## config.mk

```make
export PLATFORM = sky130hd
export DESIGN_NAME = dos_output_selector
export DESIGN_NICKNAME = d
export VERILOG_FILES = /design/src/include/dos_pkg.sv /design/src/design/dos_scale.sv /design/src/design/dos_scheduler.sv /design/src/design/dos_output_selector.sv
export SDC_FILE = /design/constraint.sdc
export NUM_CORES = 2
export LEC_CHECK = 0
export CAP_MARGIN = 20
export CORE_UTILIZATION = 25
export DETAILED_ROUTE_END_ITERATION = 16
export DONT_BUFFER_PORTS = 1
export SYNTH_ARGS = -nofsm -noshare
export SYNTH_HDL_FRONTEND = slang
export SYNTH_HIERARCHICAL = 1
export SYNTH_SLANG_ARGS = --single-unit
```

## constraint.sdc

```tcl
create_clock -name ref_clk -period 38.7 [get_ports ref_clk]
set_input_delay 7.74 -clock ref_clk [delete_from_list [all_inputs] [get_ports ref_clk]]
set_output_delay 7.74 -clock ref_clk [all_outputs]
set_load 0.01 [all_outputs]
```

## src/include/dos_pkg.sv

```systemverilog
// Constants, types and helpers for the sixteen-channel output state selector.
// Assumes one 40 MHz clock shared with the host logic; codes are signed millivolts.
// Contract
// (RULE1) One hold/clear jumper governs all sixteen channels
// (RULE2) Clear, running: converted only with batch enable
// (RULE3) Clear, stopped: zero, or offset if unconverted
// (RULE4) Hold, stopped: keep value from before stop
// (RULE5) Hold, running: converted regardless of batch enable
// (RULE6) Host error forces every channel to zero
// (RULE7) Conversion disable per channel; all enabled after reset
// (RULE8) Output disable per channel; all enabled after reset
// (RULE9) Output-disabled channel always drives zero volts
// (RULE10) Unconverted enabled channel drives its offset value
// (RULE11) Disabled channels skipped in conversion rotation
// (RULE12) Remote link error forces every channel to zero
// (RULE13) Slot 0.5ms; period 1.5ms plus slots
// (RULE14) Linear scale: offset at 0, gain at 4000
// (RULE15) Each channel registers its last driven code
package dos_pkg;

  localparam int DOS_CHANNELS = 16;
  localparam int DOS_CH_BITS  = 4;
  localparam int DOS_DATA_BITS = 12;
  localparam int DOS_CODE_BITS = 16;
  localparam int DOS_CNT_BITS = 20;

  // Timing at the 40 MHz reference clock
  localparam int DOS_CLK_PERIOD_NS  = 25;
  localparam int DOS_SLOT_NS        = 500000;
  localparam int DOS_OVERHEAD_NS    = 1500000;
  localparam int DOS_SLOT_CYCLES     = DOS_SLOT_NS / DOS_CLK_PERIOD_NS;
  localparam int DOS_OVERHEAD_CYCLES = DOS_OVERHEAD_NS / DOS_CLK_PERIOD_NS;

  // Digital input that maps onto the gain value
  localparam int DOS_FULL_SCALE = 4000;

  typedef logic signed [DOS_CODE_BITS-1:0] dos_code_t;
  typedef logic [DOS_DATA_BITS-1:0]        dos_data_t;
  typedef logic [DOS_CH_BITS-1:0]          dos_ch_t;
  typedef logic [DOS_CHANNELS-1:0]         dos_mask_t;

  // Reset values: factory offset 0 V, gain 10 V
  localparam dos_code_t DOS_ZERO_CODE    = 16'sh0000;
  localparam dos_code_t DOS_OFFSET_RESET = 16'sh0000;
  localparam dos_code_t DOS_GAIN_RESET   = 16'sh2710;
  localparam dos_mask_t DOS_MASK_RESET   = 16'h0000;
  localparam dos_data_t DOS_DATA_RESET   = 12'h000;

  typedef enum logic [1:0] {
    DOS_HOST_RUN,
    DOS_HOST_STOP,
    DOS_HOST_ERROR
  } dos_host_mode_t;

  typedef struct packed {
    logic      wr;
    dos_mask_t convDisable;
    dos_mask_t outDisable;
  } dos_cfg_wr_t;

  typedef struct packed {
    logic      wr;
    dos_ch_t   ch;
    dos_data_t value;
  } dos_data_wr_t;

  typedef struct packed {
    logic      wr;
    dos_ch_t   ch;
    dos_code_t offset;
    dos_code_t gain;
  } dos_cal_wr_t;

  // Lowest enabled channel above (or at, when incl) the start index
  function automatic logic [DOS_CH_BITS:0] dosNextEnabled(input dos_mask_t mask,
                                                          input dos_ch_t from,
                                                          input logic incl);
    logic [DOS_CH_BITS:0] res;
    res = '0;
    for (int i = DOS_CHANNELS - 1; i >= 0; i--) begin
      if (mask[i] && ((5'(i) > {1'b0, from}) || (incl && (5'(i) == {1'b0, from})))) begin
        res = {1'b1, 4'(i)};
      end
    end
    return res;
  endfunction

  // Output code chosen for one channel from the run state and its settings
  function automatic dos_code_t dosSelect(input dos_host_mode_t mode,
                                          input logic linkErr,
                                          input logic hold,
                                          input logic batchEn,
                                          input logic outDis,
                                          input logic convDis,
                                          input dos_code_t offset,
                                          input dos_code_t conv,
                                          input dos_code_t last);
    dos_code_t res;
    res = DOS_ZERO_CODE;
    if (mode == DOS_HOST_ERROR || linkErr || outDis) begin
      res = DOS_ZERO_CODE;
    end else if (convDis) begin
      res = offset;
    end else if (hold) begin
      res = (mode == DOS_HOST_RUN) ? conv : last;
    end else if (mode == DOS_HOST_RUN) begin
      res = batchEn ? conv : offset;
    end else begin
      res = DOS_ZERO_CODE;
    end
    return res;
  endfunction

endpackage

```

## src/design/dos_scale.sv

```systemverilog
// Linear digital-to-code scaling between offset and gain points.
// Purely combinational; the caller registers the result.
`timescale 1ns/10ps
`default_nettype none
module dos_scale
  import dos_pkg::*;
(
  // Conversion input
  input  wire dos_data_t dataIn,
  input  wire dos_code_t offset,
  input  wire dos_code_t gain,
  // Result
  output var  dos_code_t codeOut
);

  logic signed [16:0] span;
  logic signed [29:0] prod;
  logic signed [29:0] quot;
  logic signed [29:0] sum;

  // Offset at input 0, gain at full scale [RULE14]
  assign span = {gain[15], gain} - {offset[15], offset};
  assign prod = 30'(span) * $signed({18'h0, dataIn});
  assign quot = prod / $signed(30'(DOS_FULL_SCALE));
  assign sum  = quot + 30'(offset);

  // Inputs above full scale may overshoot; saturate rather than wrap
  assign codeOut = (sum > 30'sd32767) ? 16'sh7fff :
                   (sum < -30'sd32768) ? 16'sh8000 : sum[15:0];

endmodule
`default_nettype wire

```

## src/design/dos_scheduler.sv

```systemverilog
// Conversion rotation: an overhead gap, then one slot per enabled channel.
// Assumes the enable mask comes from logic on the same clock.
`timescale 1ns/10ps
`default_nettype none
module dos_scheduler
  import dos_pkg::*;
#(
  parameter int SLOT_CYCLES     = DOS_SLOT_CYCLES,
  parameter int OVERHEAD_CYCLES = DOS_OVERHEAD_CYCLES
) (
  // Clock and reset
  input  wire logic      ref_clk,
  input  wire logic      rst_n,
  // Channels that take part in the rotation
  input  wire dos_mask_t enMask,
  // Slot start
  output logic           convStrobe,
  output var dos_ch_t    servCh
);

  typedef enum logic {SCH_OVERHEAD, SCH_SERVE} dos_sch_state_t;

  dos_sch_state_t            state_reg;
  logic [DOS_CNT_BITS-1:0]   cnt_reg;
  dos_ch_t                   ch_reg;
  logic                      strobe_reg;
  logic [DOS_CH_BITS:0]      firstEn;
  logic [DOS_CH_BITS:0]      afterEn;
  logic                      cntDone;

  assign cntDone = (state_reg == SCH_OVERHEAD) ? (cnt_reg == DOS_CNT_BITS'(OVERHEAD_CYCLES - 1))
                                               : (cnt_reg == DOS_CNT_BITS'(SLOT_CYCLES - 1));
  // Disabled channels are never picked [RULE11]
  assign firstEn = dosNextEnabled(enMask, 4'h0, 1'b1);
  assign afterEn = dosNextEnabled(enMask, ch_reg, 1'b0);
  assign convStrobe = strobe_reg;
  assign servCh = ch_reg;

  always_ff @(posedge ref_clk or negedge rst_n) begin
    if (!rst_n) begin
      state_reg  <= SCH_OVERHEAD;
      cnt_reg    <= '0;
      ch_reg     <= '0;
      strobe_reg <= 1'b0;
    end else begin
      strobe_reg <= 1'b0;
      cnt_reg    <= cntDone ? '0 : cnt_reg + 1'b1;
      // Period is overhead plus one slot per enabled channel [RULE13]
      case (state_reg)
        SCH_OVERHEAD: begin
          if (cntDone && firstEn[DOS_CH_BITS]) begin
            state_reg  <= SCH_SERVE;
            ch_reg     <= firstEn[DOS_CH_BITS-1:0];
            strobe_reg <= 1'b1;
          end
        end
        SCH_SERVE: begin
          if (cntDone && afterEn[DOS_CH_BITS]) begin
            ch_reg     <= afterEn[DOS_CH_BITS-1:0];
            strobe_reg <= 1'b1;
          end else if (cntDone) begin
            state_reg <= SCH_OVERHEAD;
          end
        end
        default: state_reg <= SCH_OVERHEAD;
      endcase
    end
  end

endmodule
`default_nettype wire

```

## src/design/dos_output_selector.sv

```systemverilog
// Top of the sixteen-channel output state selector.
// Assumes host writes, run state, batch enable and link error come from same-clock
// logic; only the hold/clear jumper is an asynchronous pin.
`timescale 1ns/10ps
`default_nettype none
module dos_output_selector
  import dos_pkg::*;
#(
  parameter int SLOT_CYCLES     = DOS_SLOT_CYCLES,
  parameter int OVERHEAD_CYCLES = DOS_OVERHEAD_CYCLES
) (
  // Clock and reset
  input  wire logic            ref_clk,
  input  wire logic            rst_n,
  // Module-wide jumper, 1 selects hold
  input  wire logic            holdJumper,
  // Host run state and flags
  input  wire dos_host_mode_t  hostMode,
  input  wire logic            batchOutputEnable,
  input  wire logic            linkError,
  // Host writes
  input  wire dos_cfg_wr_t     cfgWr,
  input  wire dos_data_wr_t    dataWr,
  input  wire dos_cal_wr_t     calWr,
  // Channel outputs
  output var dos_code_t [DOS_CHANNELS-1:0] anaOut,
  // Status
  output var dos_mask_t        convEnable,
  output var dos_mask_t        outEnable,
  output logic                 holdActive,
  output logic                 convStrobe,
  output var dos_ch_t          servCh
);

  logic      holdMeta_reg;
  logic      holdSync_reg;
  dos_mask_t convDis_reg;
  dos_mask_t outDis_reg;
  dos_data_t data_reg [DOS_CHANNELS];
  dos_code_t offset_reg [DOS_CHANNELS];
  dos_code_t gain_reg [DOS_CHANNELS];
  dos_code_t convVal_reg [DOS_CHANNELS];
  dos_code_t [DOS_CHANNELS-1:0] out_reg;
  dos_code_t [DOS_CHANNELS-1:0] out_next;
  dos_code_t scaled;
  logic      convTake;

  // Jumper is a pin: two flops before use
  always_ff @(posedge ref_clk or negedge rst_n) begin
    if (!rst_n) begin
      holdMeta_reg <= 1'b0;
      holdSync_reg <= 1'b0;
    end else begin
      holdMeta_reg <= holdJumper;
      holdSync_reg <= holdMeta_reg;
    end
  end

  // One jumper for every channel [RULE1]
  assign holdActive = holdSync_reg;

  // Per-channel disable settings, all channels enabled out of reset [RULE7] [RULE8]
  always_ff @(posedge ref_clk or negedge rst_n) begin
    if (!rst_n) begin
      convDis_reg <= DOS_MASK_RESET;
      outDis_reg  <= DOS_MASK_RESET;
    end else if (cfgWr.wr) begin
      convDis_reg <= cfgWr.convDisable;
      outDis_reg  <= cfgWr.outDisable;
    end
  end

  assign convEnable = ~convDis_reg;
  assign outEnable  = ~outDis_reg;

  dos_scheduler #(
    .SLOT_CYCLES     (SLOT_CYCLES),
    .OVERHEAD_CYCLES (OVERHEAD_CYCLES)
  ) u_sched (
    .ref_clk    (ref_clk),
    .rst_n      (rst_n),
    .enMask     (convEnable),
    .convStrobe (convStrobe),
    .servCh     (servCh)
  );

  // One shared converter serves the current slot's channel
  dos_scale u_scale (
    .dataIn  (data_reg[servCh]),
    .offset  (offset_reg[servCh]),
    .gain    (gain_reg[servCh]),
    .codeOut (scaled)
  );

  // Mask may drop the channel on the edge that starts its slot; then it is not converted [RULE7]
  assign convTake = convStrobe && !convDis_reg[servCh];

  always_ff @(posedge ref_clk or negedge rst_n) begin
    if (!rst_n) begin
      for (int i = 0; i < DOS_CHANNELS; i++) begin
        data_reg[i]    <= DOS_DATA_RESET;
        offset_reg[i]  <= DOS_OFFSET_RESET;
        gain_reg[i]    <= DOS_GAIN_RESET;
        convVal_reg[i] <= DOS_ZERO_CODE;
      end
    end else begin
      if (dataWr.wr) begin
        data_reg[dataWr.ch] <= dataWr.value;
      end
      if (calWr.wr) begin
        offset_reg[calWr.ch] <= calWr.offset;
        gain_reg[calWr.ch]   <= calWr.gain;
      end
      if (convTake) begin
        convVal_reg[servCh] <= scaled; // [RULE14]
      end
    end
  end

  // Output choice per channel; the held value is the channel's own output flop
  // [RULE2] [RULE3] [RULE4] [RULE5] [RULE6] [RULE9] [RULE10] [RULE12]
  for (genvar g = 0; g < DOS_CHANNELS; g++) begin : g_sel
    assign out_next[g] = dosSelect(hostMode, linkError, holdSync_reg, batchOutputEnable,
                                   outDis_reg[g], convDis_reg[g], offset_reg[g],
                                   convVal_reg[g], out_reg[g]);
  end

  // Last driven code kept so hold needs no host rewrite [RULE15]
  always_ff @(posedge ref_clk or negedge rst_n) begin
    if (!rst_n) begin
      out_reg <= '0;
    end else begin
      out_reg <= out_next;
    end
  end

  assign anaOut = out_reg;

  // Checks, watching channel 0 where one channel stands for all

  logic                    ch0Enabled;
  logic                    ch0Quiet;
  logic [DOS_CNT_BITS-1:0] gap_reg;
  logic                    seen_reg;

  assign ch0Enabled = !outDis_reg[0] && !convDis_reg[0];
  assign ch0Quiet   = !linkError && hostMode != DOS_HOST_ERROR;

  // Cycles since the last slot start
  always_ff @(posedge ref_clk or negedge rst_n) begin
    if (!rst_n) begin
      gap_reg  <= '0;
      seen_reg <= 1'b0;
    end else if (convStrobe) begin
      gap_reg  <= '0;
      seen_reg <= 1'b1;
    end else if (gap_reg != '1) begin
      gap_reg <= gap_reg + 1'b1;
    end
  end
endmodule
`default_nettype wire

```

Word level (Yosys, flattened, before mapping)
Cells that the tools add are included.

operators by class
  add/subtract/negate cells = 3
  multipliers = 1
  div/mod/pow operators = 1
  order comparisons = 24
  equal/unequal tests = 21
  multiplexer cells = 161
  bitwise logic cells = 6
  reductions and logical operators = 41

operator list
  cell                    number
  $mux 16                 104
  $bwmux 256              3
  $bwmux 192              1
  $mux 5                  31
  $bmux 16 s4             2
  $demux 16 s4            2
  $ne 4x1->1 const B      16
  $bmux 12 s4             1
  $demux 12 s4            1
  $mux 12                 3
  $gt 4x4->1 const A      8
  $not 16->16             2
  $add 30x16->30          1
  $div 30x13->30 const B  1
  $gt 30x16->1 const B    1
  $lt 30x16->1 const B    1
  $mul 17x13->30          1
  $logic_and 1x1->1       21
  $add 20x1->20 const B   1
  $eq 20x15->1 const B    1
  $eq 20x16->1 const B    1
  $mux 20                 1
  $logic_or 1x1->1        17
  $sub 16x16->17          1
  other kinds (18)        36

storage, ports and cells
  register bits = 1276
  output and inout bits = 294
  logic and storage cells = 346

Depth between registers and ports, before layout
  word-level depth = 20
  mapped depth = 145
  gate-level depth less buffers = 128

Modules after synthesis
Netlist, hierarchy kept.

by module, submodules not included
  module               times used  cells an instance  area an instance (µm²)  seq. area each (µm²)
  dos_output_selector  1           3573               54524.8                 31380.1
  dos_scale            1           2172               16651.0                 0.0
  dos_scheduler        1           224                1925.6                  650.6

Worst setup path before layout
Ideal clock, no wire load.

  path kind = reg-to-reg
  start point = register u_sched.ch_reg[0], in the netlist u_sched/servCh[0]
  end point = register convVal_reg[106] (netlist name)
  library setup time = 128 ps
  data arrival time = 28189 ps
  required time = 38572 ps
  path slack = 10383 ps
  stages on the path, launching flop included = 133
  buffers on the path = 11
  clock period less this slack = 28317 ps
  cells stage by stage = dfrtp_1 > buf_2 > buf_2 > buf_2 > mux4_2 > a22oi_1 > nand2_1 > inv_1 > ha_1 > nor2b_1 > o21ai_0 > nand2b_1 > a21o_1 > a21o_1 > a21o_1 > a21o_1 > a21o_1 > a21o_1 > (+97 left out) > o21ai_0 > nand2b_1 > a21oi_1 > o21bai_1 > a21oi_1 > nor2b_1 > o21a_1 > o21ai_0 > nand2b_1 > a21oi_1 > xnor2_1 > nand3_1 > or4_1 > nand3_2 > buf_4 > o22ai_2 > clkbuf_1 > mux2_1

on the way
  longest elaborated chain between the ends = 12

ends and longest elaborated chain
  element                                   line                                                                             RTL
  from (decl)                               dos_scheduler.sv:25                                                              dos_ch_t ch_reg;
  from (signal assigned)                    dos_scheduler.sv:53                                                              ch_reg <= firstEn[DOS_CH_BITS-1:0];
  from (signal assigned)                    dos_scheduler.sv:59                                                              ch_reg <= afterEn[DOS_CH_BITS-1:0];
  $not 4->5 (implied by the code) *         dos_output_selector.sv:89, dos_output_selector.sv:90, dos_output_selector.sv:91
  $bmux 16 s4 (on tied branches)            dos_output_selector.sv:91, dos_output_selector.sv:90
  $mux 16 (on tied branches) (2 in series)  dos_output_selector.sv:91, dos_output_selector.sv:90
  $sub 16x16->17                            dos_scale.sv:22                                                                  assign span = {gain[15], gain} - {offset[15], offset};
  $mul 17x13->30                            dos_scale.sv:23                                                                  assign prod = 30'(span) * $signed({18'h0, dataIn});
  $div 30x13->30                            dos_scale.sv:24                                                                  assign quot = prod / $signed(30'(DOS_FULL_SCALE));
  $add 30x16->30 *                          dos_scale.sv:25                                                                  assign sum = quot + 30'(offset);
  $lt 30x16->1                              dos_scale.sv:29                                                                  (sum < -30'sd32768) ? 16'sh8000 : sum[15:0];
  $mux 16                                   dos_scale.sv:29
  $mux 16 *                                 dos_scale.sv:28                                                                  assign codeOut = (sum > 30'sd32767) ? 16'sh7fff :
  net scaled[10]                            dos_output_selector.sv:45                                                        dos_code_t scaled;
  $bwmux 256 *                              dos_output_selector.sv:115                                                       convVal_reg[servCh] <= scaled;
  to (signal, indexed assignment)           dos_output_selector.sv:115
  to (decl)                                 dos_output_selector.sv:42                                                        dos_code_t convVal_reg [DOS_CHANNELS];

Mark *: on every way through the listed nets, which the timed path passes. The rest lies on a longest branch. The select of a mux whose other input is x is not followed.
A chain may end at the register's enable or synchronous reset.

Worst setup path after layout
  start point = register u_sched.ch_reg[1], in the netlist u_sched/servCh[1]
  end point = register convVal_reg[13] (netlist name)

Same word-level chain as after synthesis.

==> results.toml <==
[setup_path]
critical_path_class = "flop to flop"
r2r_start = "u_sched/servCh[1]"
ff2ff_path_depth = 124
reg2reg_slack_ps = 3080
cp_max_fo = 61
endpoint_kind = "flop"
crit_arrival_ps = 36340
critical_path_required_ps = 39420
slowest_stage = "o22ai_2"
worst_setup_path_start_kind = "flop"
max_stage_delay_ps = 980
r2r-end = "convVal_reg[13]"
cp_common_cell = "a21o_1"

[yosys]
avgSynthCellArea_um2 = 12.2
synth_top_area_cell = "dfrtp_1"
netlist_instances = 5969
synth_top_flop_cell = "dfrtp_1"
netlist.area_leader.share_pct = 40.9
ys_types = 143
synthTopCellsByArea = "dfrtp_1, mux2_2, mux4_2, fa_1, mux2i_1"
async_flop_share_pct = 100
ys_seq_area_share_pct = 43.8
yosysWarnings = 6
synth_seq_cells = 1276
syn_area_um2 = 73100
synth_edf_count = 0
syn-num-nets = 6370

[timing]
max-slew-margin-rel_pct = 3.23
fin_ws_ps = 3080
fin_crit_ps = 35620
hold_viol_final = 0
min_period_over_period_pct = 92.0
clock_skew_ps = 152
fin_tns_setup_ps = 0
worst-slew-pin-transition_ps = 1450
setup_violations = 0
final_max_slew_viol_count = 0
rsz0062_at_grt = "false"
fmax_mhz = 28.1

[finish]
drive_gt1_share_pct = 29.0
layout.nets = 6208
fillers = 29700
syn_to_final_growth_pct = 11.9

[floorplanning]
fp-row-count = 198
die_area_um2 = 295000
fp.dieH_um = 543
io_pins = 388
fp.coreArea_um2 = 291000
start_util_pct = 25.1
die_w_um = 543

[drt]
wl_per_cell_um = 24.9
drc = 0
vias = 49900
drt_first_iter_violations = 4324
via_per_inst = 5.09
antenna_left = 0
wl_mm = 245
drt-pass1-iter-count = 5

[clock_tree]
post_cts_buffers = 0
cts_tree = "yes"
holdBufCountCts = 0
clk-insertion-delay-late_ps = 840
cts_root_buf = "clkbuf_16"
path_clk_slew_ps = 70
cts_made_buffers = 121
cts_buffer_depth = 3
htreeDepth = 3
post_cts_resize_count = 0
cts_sinks = 1276

[grt]
grt.total_usage_pct = 16.2
grt_pass1_wl_mm = 359
grt_pass1_vias = 51000
overflow = 0
antenna_found_initial = 6
grt_max_degree = 282

[hold_path]
hold_start = "holdMeta_reg"
hold_path_class = "flop to flop"
hold_end = "holdActive"
min_path_cells = 0

[placed_design]
dp_hpwl_mm = 177
port_buffers = 0
gp_congestion = 0.920
pre_cts_ws_ps = 3490

[run]
max-cap-violations = 0

[run_status]
outcome = "completed"
## worst max path at each step
stage / slack [ps] / depth (start not counted) / to / startpoint
after global routing: 520 / 122 / convVal_reg[29] / u_sched/servCh[0]
after floorplan: 10380 / 132 / convVal_reg[106] / u_sched/servCh[0]
after global placement: 3580 / 121 / convVal_reg[248] / u_sched/servCh[0]
after CTS: 3270 / 121 / convVal_reg[157] / u_sched/servCh[0]
final: 3080 / 124 / convVal_reg[13] / u_sched/servCh[1]
after detailed placement: 3490 / 121 / convVal_reg[157] / u_sched/servCh[0]
## cell families (layout without fill, tap and decap cells)
| kind of cell | count (synthesis) | after routing | synth area share, % |
|---|---|---|---|
| adder cells (fa/ha/maj) | 311 | 311 | 7.26 |
| buffers and inverters | 735 | 676 | 4.23 |
| other | 0 | 3 | 0 |
| AO/OA/AOI/OAI | 1031 | 1031 | 11.0 |
| flip-flops | 1276 | 1276 | 43.8 |
| multiplexers | 1427 | 1427 | 24.3 |
| AND/OR/NAND/NOR | 1020 | 1020 | 7.34 |
| XOR/XNOR | 169 | 169 | 2.07 |
## Yosys cell counts (11+ instances only)
library cell     n
dfrtp_1       1196
mux2_2         951
inv_1          342
nand2_1        322
mux2i_1        272
o2bb2ai_1      258
clkbuf_1       199
fa_1           190
mux4_2         176
nor2_1         173
buf_2          148
a21oi_1        132
ha_1           117
o21ai_0        111
xnor2_1        105
and2_1         104
a22oi_1         97
dfstp_2         80
nand3_1         66
xor2_1          60
nor3_1          56
a21o_1          49
nor2b_1         40
nand2b_1        35
nand4_1         34
o21bai_1        31
o21a_1          30
or3_1           29
o211ai_1        28
a211o_1         27
a31oi_1         25
o31ai_1         20
a211oi_1        19
buf_1           19
o21ai_1         18
and3_1          17
nand3b_1        17
or2_2           17
nor4_1          16
or4_1           15
buf_6           14
mux2_1          14
o22ai_1         13
buf_4           11
## metrics by stage
step / utilization, % / cells / area [µm²] / hold slack (ps)
after global routing: 28.1 / 9811 / 81800 / 367
final: 28.1 / 9813 / 81800 / 355
after CTS: 28.1 / 9802 / 81600 / 349
after detailed placement: 26.6 / 9576 / 77400 / 335
after floorplan: - / 5969 / 73100 / 331
after global placement: 26.6 / 9570 / 77300 / 338
## metal layers
metal / GRT usage (%) / routed length (µm) / part of all wire [%] / vias up
met5: 0 / 0 / 0 / -
met4: 7.45 / 12000 / 4.9 / 0
met3: 3.57 / 18000 / 7.4 / 420
met2: 25.9 / 113000 / 46 / 1724
met1: 20.9 / 101000 / 41 / 26400
li1: - / - / - / 21400
## layout make-up
class                   instances  area, µm²  share of cell area (%)
well taps                    3900       4880                    5.97
multi-input cells            3958      38300                    46.9
diodes                          3       7.51                 0.00918
clock buffers                 186       3680                    4.50
flip-flops and latches       1276      32000                    39.2
inverters                     343       1290                    1.57
clock inverters                40        562                   0.687
repair buffers                107       1010                    1.24
## placed cells by master, fill, tap and decap left out, types with 16 or more instances in the layout
cell type | netlist | layout
nor3_2 | 4 | 20
clkinv_2 | 0 | 16
o2bb2ai_1 | 258 | 258
o21a_1 | 30 | 30
dfrtp_1 | 1196 | 1194
a31oi_1 | 25 | 25
mux4_2 | 176 | 176
nor3_1 | 56 | 40
dfstp_2 | 80 | 80
or3_1 | 29 | 26
and2_1 | 104 | 103
nor2_1 | 173 | 163
o31ai_1 | 20 | 19
a21oi_1 | 132 | 132
a211o_1 | 27 | 27
o21ai_0 | 111 | 111
mux2_2 | 951 | 951
nand3_1 | 66 | 66
xor2_1 | 60 | 59
a22oi_1 | 97 | 97
nand2b_1 | 35 | 35
nor2b_1 | 40 | 38
or2_2 | 17 | 17
buf_4 | 11 | 88
inv_1 | 342 | 342
nand3b_1 | 17 | 17
ha_1 | 117 | 117
nand4_1 | 34 | 34
o211ai_1 | 28 | 28
and3_1 | 17 | 16
a211oi_1 | 19 | 19
clkbuf_8 | 0 | 41
o21ai_1 | 18 | 18
fa_1 | 190 | 190
clkbuf_16 | 0 | 121
mux2i_1 | 272 | 271
a21o_1 | 49 | 49
xnor2_1 | 105 | 104
nand2_1 | 322 | 321
clkbuf_1 | 199 | 24
## worst max-delay path, delay by kind of cell, from the launching register on
kind	cells	cell delay, ps
and+or+nand+nor	25	5630
buffers and inverters	8	2380
xor gates and xnor gates	5	2090
adders and majority gates	10	4100
DFF	1	740
AOI/OAI and AO/OA	71	18490
muxes	5	1910
Power is left out: the tool's default activity adds up to more than one toggle a clock period on the data nets, which glitch-free logic cannot reach.
